$ cat src/hw/seeb_defs.svh
// Purpose: Constants of the serial EEPROM bus slave
// Assumes: 20 MHz sys_clk
// Notes:   Times in ns, cycle counts derived here
`ifndef SEEB_DEFS_SVH
`define SEEB_DEFS_SVH

`define SEEB_CLK_NS       50
`define SEEB_SPIKE_NS     50
`define SEEB_HOLD_NS      300
`define SEEB_TWR_NS       1000000
// Spike must be outlasted: round up, plus one sample
`define SEEB_FILT_CYC     ((`SEEB_SPIKE_NS + `SEEB_CLK_NS - 1) / `SEEB_CLK_NS + 1)
`define SEEB_HOLD_CYC     ((`SEEB_HOLD_NS + `SEEB_CLK_NS - 1) / `SEEB_CLK_NS)
`define SEEB_TWR_CYC      (`SEEB_TWR_NS / `SEEB_CLK_NS)
`define SEEB_DEV_CODE     4'ha
`define SEEB_PROT_BIT     7
`define SEEB_FIFO_DEPTH   8
`define SEEB_BYTE_BITS    4'h8
`define SEEB_ADDR_RST     8'h00

`endif

$ cat src/hw/seeb_pkg.sv
// Purpose: Types of the serial EEPROM bus slave
// Assumes: Used by package-qualified names only
// Notes:   State codes are Gray along the write path
package seeb_pkg;

    typedef enum logic [2:0] {
        SEEB_IDLE = 3'h0,
        SEEB_CTRL = 3'h1,
        SEEB_CACK = 3'h3,
        SEEB_WADR = 3'h2,
        SEEB_SACK = 3'h6,
        SEEB_RXD  = 3'h7,
        SEEB_TXD  = 3'h5,
        SEEB_MACK = 3'h4
    } seeb_state_t;

    typedef struct packed {
        logic [7:0] addr;
        logic [7:0] data;
    } seeb_wr_t;

endpackage

$ cat src/hw/seeb_slave.sv
// Purpose: Two-wire slave front end of a 256-byte serial EEPROM
// Assumes: Bus lines arrive as plain inputs on sys_clk; open-drain resolved outside
// Notes:   Written bytes queue in a FIFO and commit during the write cycle
`timescale 1ns/1ps
`include "seeb_defs.svh"
module seeb_slave #(
    parameter int TWR_CYCLES = `SEEB_TWR_CYC
) (
    input  wire logic       sys_clk,
    input  wire logic       rst,
    input  wire logic       scl_in,
    input  wire logic       sda_in,
    output logic            sda_out,
    output logic            sda_oe,
    input  wire logic [2:0] chip_select_straps,
    input  wire logic       write_protect,
    input  wire logic       supply_low,
    output logic            write_busy
);
    localparam logic [1:0] FILT_LAST = 2'(`SEEB_FILT_CYC - 1);
    localparam logic [2:0] HOLD_CNT  = 3'(`SEEB_HOLD_CYC);
    localparam logic [19:0] TWR_LAST = 20'(TWR_CYCLES - 1);

    // Line 0 is the clock, line 1 the data
    logic [1:0] in_lines;
    logic [1:0] sync1_reg;
    logic [1:0] sync2_reg;
    logic [1:0] filt_reg;
    logic [1:0] prev_reg;
    logic [1:0] fcnt_reg [2];

    seeb_pkg::seeb_state_t state_reg;
    logic [7:0]  shift_reg;
    logic [7:0]  tx_reg;
    logic [3:0]  bit_reg;
    logic [7:0]  ptr_reg;
    logic        ack_ok_reg;
    logic        mack_reg;
    logic        drive_reg;
    logic        drive_next;
    logic [2:0]  hold_reg;
    logic        queued_reg;
    logic [19:0] twr_reg;
    logic [7:0]  array_reg [256];

    logic scl_rise;
    logic scl_fall;
    logic start_ev;
    logic stop_ev;
    logic byte_done;
    logic addr_match;
    logic push_valid;
    logic push_ready;
    logic pop_valid;
    logic pop_ready;
    logic mem_we;
    seeb_pkg::seeb_wr_t push_data;
    seeb_pkg::seeb_wr_t pop_data;

    assign in_lines = {sda_in, scl_in};

    // Two-stage synchroniser then stability filter per line
    genvar g;
    generate
        for (g = 0; g < 2; g++) begin : g_line
            always_ff @(posedge sys_clk or posedge rst) begin
                if (rst) begin
                    sync1_reg[g] <= 1'b1;
                    sync2_reg[g] <= 1'b1;
                    filt_reg[g]  <= 1'b1;
                    prev_reg[g]  <= 1'b1;
                    fcnt_reg[g]  <= 2'h0;
                end else begin
                    sync1_reg[g] <= in_lines[g];
                    sync2_reg[g] <= sync1_reg[g];
                    prev_reg[g]  <= filt_reg[g];
                    if (sync2_reg[g] == filt_reg[g]) begin
                        fcnt_reg[g] <= 2'h0;
                    end else if (fcnt_reg[g] == FILT_LAST) begin
                        filt_reg[g] <= sync2_reg[g];
                        fcnt_reg[g] <= 2'h0;
                    end else begin
                        fcnt_reg[g] <= fcnt_reg[g] + 2'h1;
                    end
                end
            end
        end
    endgenerate

    // Clock is only observed; all its edges come from the master
    assign scl_rise = filt_reg[0] && !prev_reg[0];
    assign scl_fall = !filt_reg[0] && prev_reg[0];
    // Data edge during clock high frames a command
    assign start_ev = !filt_reg[1] && prev_reg[1] && filt_reg[0] && prev_reg[0];
    assign stop_ev  = filt_reg[1] && !prev_reg[1] && filt_reg[0] && prev_reg[0];

    assign byte_done  = (bit_reg == `SEEB_BYTE_BITS);
    assign addr_match = (shift_reg[7:4] == `SEEB_DEV_CODE)
                     && (shift_reg[3:1] == chip_select_straps);
    assign write_busy = (twr_reg != 20'h0);

    // Protocol state machine, advanced on filtered clock edges
    always_ff @(posedge sys_clk or posedge rst) begin
        if (rst) begin
            state_reg  <= seeb_pkg::SEEB_IDLE;
            shift_reg  <= 8'h00;
            tx_reg     <= 8'h00;
            bit_reg    <= 4'h0;
            ptr_reg    <= `SEEB_ADDR_RST;
            ack_ok_reg <= 1'b0;
            mack_reg   <= 1'b1;
        end else if (start_ev) begin
            state_reg <= seeb_pkg::SEEB_CTRL;
            bit_reg   <= 4'h0;
        end else if (stop_ev) begin
            state_reg <= seeb_pkg::SEEB_IDLE;
        end else if (scl_rise) begin
            // Data is sampled only while the clock is high
            shift_reg <= {shift_reg[6:0], filt_reg[1]};
            bit_reg   <= bit_reg + 4'h1;
            if (state_reg == seeb_pkg::SEEB_MACK) begin
                mack_reg <= filt_reg[1];
            end
        end else if (scl_fall) begin
            case (state_reg)
                seeb_pkg::SEEB_CTRL: begin
                    if (byte_done) begin
                        bit_reg <= 4'h0;
                        if (addr_match && !write_busy) begin
                            state_reg  <= seeb_pkg::SEEB_CACK;
                            ack_ok_reg <= shift_reg[0];
                        end else begin
                            state_reg <= seeb_pkg::SEEB_IDLE;
                        end
                    end
                end
                seeb_pkg::SEEB_CACK: begin
                    bit_reg <= 4'h0;
                    // Direction taken from the master's request bit
                    if (ack_ok_reg) begin
                        state_reg <= seeb_pkg::SEEB_TXD;
                        tx_reg    <= array_reg[ptr_reg];
                    end else begin
                        state_reg <= seeb_pkg::SEEB_WADR;
                    end
                end
                seeb_pkg::SEEB_WADR: begin
                    if (byte_done) begin
                        bit_reg    <= 4'h0;
                        ptr_reg    <= shift_reg;
                        ack_ok_reg <= 1'b1;
                        state_reg  <= seeb_pkg::SEEB_SACK;
                    end
                end
                seeb_pkg::SEEB_RXD: begin
                    if (byte_done) begin
                        bit_reg    <= 4'h0;
                        ack_ok_reg <= push_ready;
                        state_reg  <= seeb_pkg::SEEB_SACK;
                        if (push_ready) begin
                            ptr_reg[3:0] <= ptr_reg[3:0] + 4'h1;
                        end
                    end
                end
                seeb_pkg::SEEB_SACK: begin
                    bit_reg   <= 4'h0;
                    state_reg <= ack_ok_reg ? seeb_pkg::SEEB_RXD : seeb_pkg::SEEB_IDLE;
                end
                seeb_pkg::SEEB_TXD: begin
                    if (byte_done) begin
                        bit_reg   <= 4'h0;
                        state_reg <= seeb_pkg::SEEB_MACK;
                        ptr_reg   <= ptr_reg + 8'h01;
                    end
                end
                seeb_pkg::SEEB_MACK: begin
                    bit_reg <= 4'h0;
                    if (!mack_reg) begin
                        state_reg <= seeb_pkg::SEEB_TXD;
                        tx_reg    <= array_reg[ptr_reg];
                    end else begin
                        state_reg <= seeb_pkg::SEEB_IDLE;
                    end
                end
                default: begin
                    state_reg <= seeb_pkg::SEEB_IDLE;
                end
            endcase
        end
    end

    // Queue each received data byte at the falling clock edge after its eighth bit, while the FIFO has room
    assign push_valid = scl_fall && (state_reg == seeb_pkg::SEEB_RXD) && byte_done;
    assign push_data  = '{addr: ptr_reg, data: shift_reg};

    seeb_fifo #(
        .WIDTH ($bits(seeb_pkg::seeb_wr_t)),
        .DEPTH (`SEEB_FIFO_DEPTH)
    ) u_wr_fifo (
        .sys_clk   (sys_clk),
        .rst       (rst),
        .in_valid  (push_valid),
        .in_ready  (push_ready),
        .in_data   (push_data),
        .out_valid (pop_valid),
        .out_ready (pop_ready),
        .out_data  (pop_data)
    );

    // Queue drains only during the write cycle
    assign pop_ready = write_busy;
    assign mem_we    = pop_valid && pop_ready
                    && !supply_low
                    && !(write_protect && pop_data.addr[`SEEB_PROT_BIT]);

    always_ff @(posedge sys_clk) begin
        if (mem_we) begin
            array_reg[pop_data.addr] <= pop_data.data;
        end
    end

    // Self-timed write cycle, started by Stop after queued data
    always_ff @(posedge sys_clk or posedge rst) begin
        if (rst) begin
            queued_reg <= 1'b0;
            twr_reg    <= 20'h0;
        end else begin
            if (push_valid && push_ready) begin
                queued_reg <= 1'b1;
            end else if (stop_ev && queued_reg) begin
                queued_reg <= 1'b0;
            end
            if (stop_ev && queued_reg && !write_busy) begin
                twr_reg <= 20'h1;
            end else if (twr_reg == TWR_LAST) begin
                twr_reg <= 20'h0;
            end else if (write_busy) begin
                twr_reg <= twr_reg + 20'h1;
            end
        end
    end

    // Pull-low request chosen at each falling clock edge
    always_comb begin
        drive_next = 1'b0;
        case (state_reg)
            seeb_pkg::SEEB_CACK: drive_next = 1'b1;
            seeb_pkg::SEEB_SACK: drive_next = ack_ok_reg;
            // Inverted bit count walks the byte MSB first
            seeb_pkg::SEEB_TXD:  drive_next = !byte_done && !tx_reg[~bit_reg[2:0]];
            default:             drive_next = 1'b0;
        endcase
    end

    // Output change waits the hold time after the falling edge
    always_ff @(posedge sys_clk or posedge rst) begin
        if (rst) begin
            hold_reg  <= 3'h0;
            drive_reg <= 1'b0;
        end else if (start_ev || stop_ev) begin
            hold_reg  <= 3'h0;
            drive_reg <= 1'b0;
        end else if (scl_fall) begin
            hold_reg <= HOLD_CNT;
        end else if (hold_reg != 3'h0) begin
            hold_reg <= hold_reg - 3'h1;
            if (hold_reg == 3'h1) begin
                drive_reg <= drive_next;
            end
        end
    end

    // Open-drain: only ever pulls low
    assign sda_out = 1'b0;
    assign sda_oe  = drive_reg;
endmodule

$ cat src/hw/seeb_fifo.sv
// Purpose: Parameterised valid/ready FIFO
// Assumes: Single clock, one push and one pop per cycle at most
// Notes:   Depth must be a power of two
`timescale 1ns/1ps
module seeb_fifo #(
    parameter int WIDTH = 16,
    parameter int DEPTH = 8
) (
    input  wire logic             sys_clk,
    input  wire logic             rst,
    input  wire logic             in_valid,
    output logic                  in_ready,
    input  wire logic [WIDTH-1:0] in_data,
    output logic                  out_valid,
    input  wire logic             out_ready,
    output logic [WIDTH-1:0]      out_data
);
    localparam int AW = $clog2(DEPTH);

    logic [WIDTH-1:0] mem_reg [DEPTH];
    logic [AW-1:0]    wr_reg;
    logic [AW-1:0]    rd_reg;
    logic [AW:0]      cnt_reg;
    logic             push;
    logic             pop;

    assign in_ready  = (cnt_reg != (AW+1)'(DEPTH));
    assign out_valid = (cnt_reg != '0);
    assign out_data  = mem_reg[rd_reg];
    assign push      = in_valid && in_ready;
    assign pop       = out_valid && out_ready;

    always_ff @(posedge sys_clk) begin
        if (push) begin
            mem_reg[wr_reg] <= in_data;
        end
    end

    always_ff @(posedge sys_clk or posedge rst) begin
        if (rst) begin
            wr_reg  <= '0;
            rd_reg  <= '0;
            cnt_reg <= '0;
        end else begin
            if (push) begin
                wr_reg <= wr_reg + AW'(1);
            end
            if (pop) begin
                rd_reg <= rd_reg + AW'(1);
            end
            cnt_reg <= cnt_reg + (AW+1)'(push) - (AW+1)'(pop);
        end
    end
endmodule

$ cat config.mk
export PLATFORM = sky130hd
export DESIGN_NAME = seeb_slave
export DESIGN_NICKNAME = d
export VERILOG_FILES = /design/src/hw/seeb_pkg.sv /design/src/hw/seeb_slave.sv /design/src/hw/seeb_fifo.sv
export VERILOG_INCLUDE_DIRS = /design/src /design/src/hw
export SDC_FILE = /design/constraint.sdc
export NUM_CORES = 2
export LEC_CHECK = 0
export ABC_AREA = 1
export BUFFER_PORTS_ARGS = -buffer_cell sky130_fd_sc_hd__clkbuf_2
export CAP_MARGIN = 20
export CORE_ASPECT_RATIO = 1.5
export CORE_MARGIN = 1.5
export CORE_UTILIZATION = 50
export DETAILED_ROUTE_END_ITERATION = 10
export GPL_TIMING_DRIVEN = 1
export PLACE_DENSITY_LB_ADDON = 0.1
export SETUP_SLACK_MARGIN = 0.05
export SLEW_MARGIN = 10
export SYNTH_ARGS = -nofsm -noshare
export SYNTH_HDL_FRONTEND = slang
export SYNTH_SLANG_ARGS = --single-unit
$ cat constraint.sdc
create_clock -name sys_clk -period 22.9 [get_ports sys_clk]
set_input_delay 4.58 -clock sys_clk [delete_from_list [all_inputs] [get_ports sys_clk]]
set_output_delay 4.58 -clock sys_clk [all_outputs]
set_load 0.005 [all_outputs]
==> flow_metrics.py <==
metrics = {
    "synthesis": {
        "synth.mux.area_fraction_pct": 0,
        "synth.net_count": 8426,
        "library_cells_used_by_synthesis": 45,
        "synth-seq-cells": 2256,
        "post_synth.cell_area_avg_um2": 11.2,
        "largest_family_of_logic_cells_by_synthesized_area": "simple AND/OR/NAND/NOR gates",
        "yosys_warns": 0,
        "synth_seq_area_share_pct": 71.9,
        "mapped_cell_area_mm2": 0.0937,
        "number_of_standard_cells_after_synthesis": 8397,
        "synth_compound_area_share_pct": 3.10,
        "yosys.area_share.simple_pct": 20.5,
        "synthFlopType": "sky130_fd_sc_hd__edfxtp_1",
        "async_reset_ff_share_pct": 3.55,
        "synth_edf_count": 2176,
        "synth-adder-area-share_pct": 0.275,
        "post_synth_xor_area_fraction_pct": 0.224,
    },
    "pwr": {
        "max-vdd-ir-drop_v": 0.0000767,
        "power_switching_mw": 3.26,
        "power.share.combinational_pct": 21.1,
        "power.share.clock_pct": 34.7,
        "power.switching_fraction_pct": 31.3,
        "p_seq_share_pct": 44.2,
        "static-leakage-power_nw": 37.5,
        "power.density_mw_per_mm2": 101,
        "internal-power_mw": 7.16,
    },
    "detailed_routing": {
        "detail-route-antenna-nets": 0,
        "vias_per_cell": 5.67,
        "drtPass1Iterations": 11,
        "drcViolationCount": 6,
        "wirelength_mm": 267,
        "first_iter_violations": 6408,
        "post_drt_wl_per_cell_um": 24.7,
        "detailroute.via_count": 61530,
    },
    "global_route": {
        "grt_antenna_before_repair": 7,
        "grt.overflow.total": 0,
        "groute.usage.overall_pct": 28.0,
        "grt_pass1_wl_mm": 391,
        "grt_pass1_vias": 60679,
        "largest_net_degree_at_the_start_of_global_routing": 217,
    },
    "clock_tree": {
        "clk_root_buf": "sky130_fd_sc_hd__clkbuf_16",
        "cts-hold-fix-buffers": 0,
        "worst_setup_hold_path_clk_slew_ns": 0.07,
        "cts-htree-levels": 4,
        "clk-insertion-delay-late_ns": 0.86,
        "cts_buffers": 211,
        "total_of_cells_resized_after_clock_tree_synthesis": 0,
        "clock_tree.buffer_depth": 4,
        "cts.sink_count": 2256,
        "cts_post_setup_buffers_inserted": 0,
        "tritoncts": "built",
    },
    "worst_hold_path": {
        "holdCritPathClass": "flip-flop to flip-flop",
        "hold_start": "filt_reg[0]",
        "whs_path_depth": 0,
        "whs_endpoint": "prev_reg[0]",
    },
    "setup_path": {
        "reg2reg_from": "u_wr_fifo.rd_reg[0]",
        "critPathSlowestCell": "sky130_fd_sc_hd__nand3_2",
        "timing.setup.critical_path_class": "input pin to flip-flop",
        "worstSetupStartpointType": "input pin",
        "crit_path_cell_trace": "clkbuf_2 -> or2_1 -> a21oi_4 -> nand3_2 -> nor2_1",
        "worstSetupEndpointType": "flip-flop",
        "crit_path_max_fanout": 19,
        "cpPeakStageDelay_ns": 1.04,
        "reg2regPathDepth": 11,
        "regToRegEndpoint": "array_reg[26][1]",
        "critPathRequiredTime_ns": 23.38,
        "crit_arrival_ns": 7.73,
        "reg2reg_setup_slack_ns": 16.75,
    },
    "place": {
        "placed_cells": 10461,
        "dp_worst_setup_slack_ns": 14.76,
        "io_buffer_count": 10,
        "place_congestion": 0.903,
        "dp_hpwl_mm": 157,
    },
    "timing": {
        "skew_ns": 0.0409,
        "share_of_the_cycle_needed_by_the_critical_path_after_routing_pct": 31.7,
        "worstMarginPinSlew_ns": 1.18,
        "slew-limit-headroom_pct": 21.3,
        "rsz_0062_raised_after_global_routing": "no",
        "drv_slew": 0,
        "timing.final.hold_violations": 0,
        "tns_ns": 0,
        "clock.fmax_ghz": 0.138,
        "timing.final.ws_setup_ns": 15.64,
        "period_minus_slack_ns": 7.26,
        "timing.final.setup_violations": 0,
    },
    "run": {
        "max-cap-violations": 0,
    },
    "layout": {
        "nets": 8253,
        "layout_stage_area_growth_over_the_synthesis_result_pct": 9.91,
        "final_layout_size_suffix_gt1_share_pct": 5.93,
        "largest_register_ffs": 2048,
        "layout.cells.non_filler": 10849,
        "n_fill_cell": 15670,
    },
    "floorplanning": {
        "core-area_mm2": 0.186,
        "placement_rows": 194,
        "design.die.area_mm2": 0.190,
        "die_h_um": 533,
        "io_pins": 12,
        "initial_standard_cell_utilization_of_the_core_pct": 50.3,
        "dieWidth_um": 356,
    },
    "run_status": {
        "failed_checks": "design-rule violations",
        "outcome": "finished, violations left",
    },
}
-- metrics by stage --
stage	hold WS, ns	utilization (%)	area [um2]	power [mW]
after floorplan	0.345	-	93700	6.09
after global placement	0.392	51.5	95900	6.84
after global routing	0.416	55.3	103000	10.8
after CTS	0.407	55.3	103000	10.4
after detailed placement	0.397	51.5	95900	6.86
final	0.408	55.3	103000	10.4
-- area by class of cell --
class                      instances  area, um2  share of cell area [%]
sequential                      2256      67400                    65.4
multi-input combinational       5203      22800                    22.2
clock buffer                     246       5470                    5.31
tap                             2450       3070                    2.98
inverter                         434       1660                    1.61
clock inverter                   139       1610                    1.56
timing repair buffer             118        993                   0.965
antenna                            3       7.51                 0.00729
-- critical path, delay by kind of cell --
family	cells	cell delay (ns)
AOI/OAI and AO/OA	1	0.70
and+or+nand+nor	3	2.24
buffers and inverters	1	0.08
-- cells in the mapped netlist (all sizes together), types with 2 or more instances --
cell | number | area share (%)
nand4 | 6 | 0.047
or2 | 5 | 0.033
o21ai | 357 | 1.9
nor3 | 26 | 0.14
dfstp | 9 | 0.25
dfrtp | 71 | 1.9
a221o | 2 | 0.021
o211ai | 73 | 0.58
buf | 189 | 0.98
inv | 428 | 1.7
nand3 | 1390 | 7.4
nor2 | 868 | 3.5
nor3b | 2 | 0.016
a31oi | 8 | 0.053
a21oi | 50 | 0.28
clkinv | 6 | 0.024
o22ai | 26 | 0.17
xor2 | 18 | 0.17
clkbuf | 315 | 1.3
nor4 | 5 | 0.033
edfxtp | 2176 | 70
o221ai | 2 | 0.019
nand2 | 2330 | 9.3
ha | 19 | 0.25
xnor2 | 6 | 0.056
-- layer usage --
layer  up-vias  track usage [%]  share of wire (%)
met5         -                0             0.0097
met1     30121             35.3                 39
met4         4             13.5                5.3
met2      2290             47.8                 50
li1      28507                -                  -
met3       608             3.24                6.1
-- logic make-up after synthesis --
family	after synthesis
compound gates	525
flops	2256
buf+inv	938
other cells	1
simple gates	4633
xor+xnor	24
fa+ha+maj	20
-- placed cells by master, fill, tap and decap left out, drive strengths merged, types with 2 or more instances in the layout --
cell	netlist	routed
xor2	18	18
a221o	2	2
nor3b	2	2
nor4	5	5
clkinvlp	0	16
inv	428	432
buf	189	108
clkinv	6	92
o221ai	2	2
a21oi	50	50
nor2	868	868
or2	5	5
diode	0	3
nor3	26	26
nand2	2330	2330
edfxtp	2176	2176
nand3	1390	1390
o211ai	73	73
dfstp	9	9
o22ai	26	26
a31oi	8	8
dfrtp	71	71
bufinv	0	33
xnor2	6	6
o21ai	357	357
ha	19	19
clkbuf	315	256
nand4	6	6
-- power groups by stage --
stage	Clock [mW]	Combinational [mW]	Sequential [mW]
2_1_floorplan	0	1.47	4.62
3_3_place_gp	0	2.15	4.69
3_5_place_dp	0	2.17	4.69
4_1_cts	3.66	2.17	4.60
5_1_grt	3.81	2.39	4.61
6_report	3.62	2.20	4.60
-- how the worst max path moves through the flow --
stage	end	slack, ns	cells past startpoint	from
detailed placement	array_reg[208][3]	14.76	5	supply_low
CTS	array_reg[113][5]	15.66	5	supply_low
finish	array_reg[33][0]	15.64	5	supply_low
global route	array_reg[208][6]	15.66	5	supply_low
global placement	array_reg[80][1]	14.85	5	supply_low
floorplan	array_reg[0][6]	12.31	7	u_wr_fifo.rd_reg[0]
No activity file was read; power rests on OpenSTA's default activity.
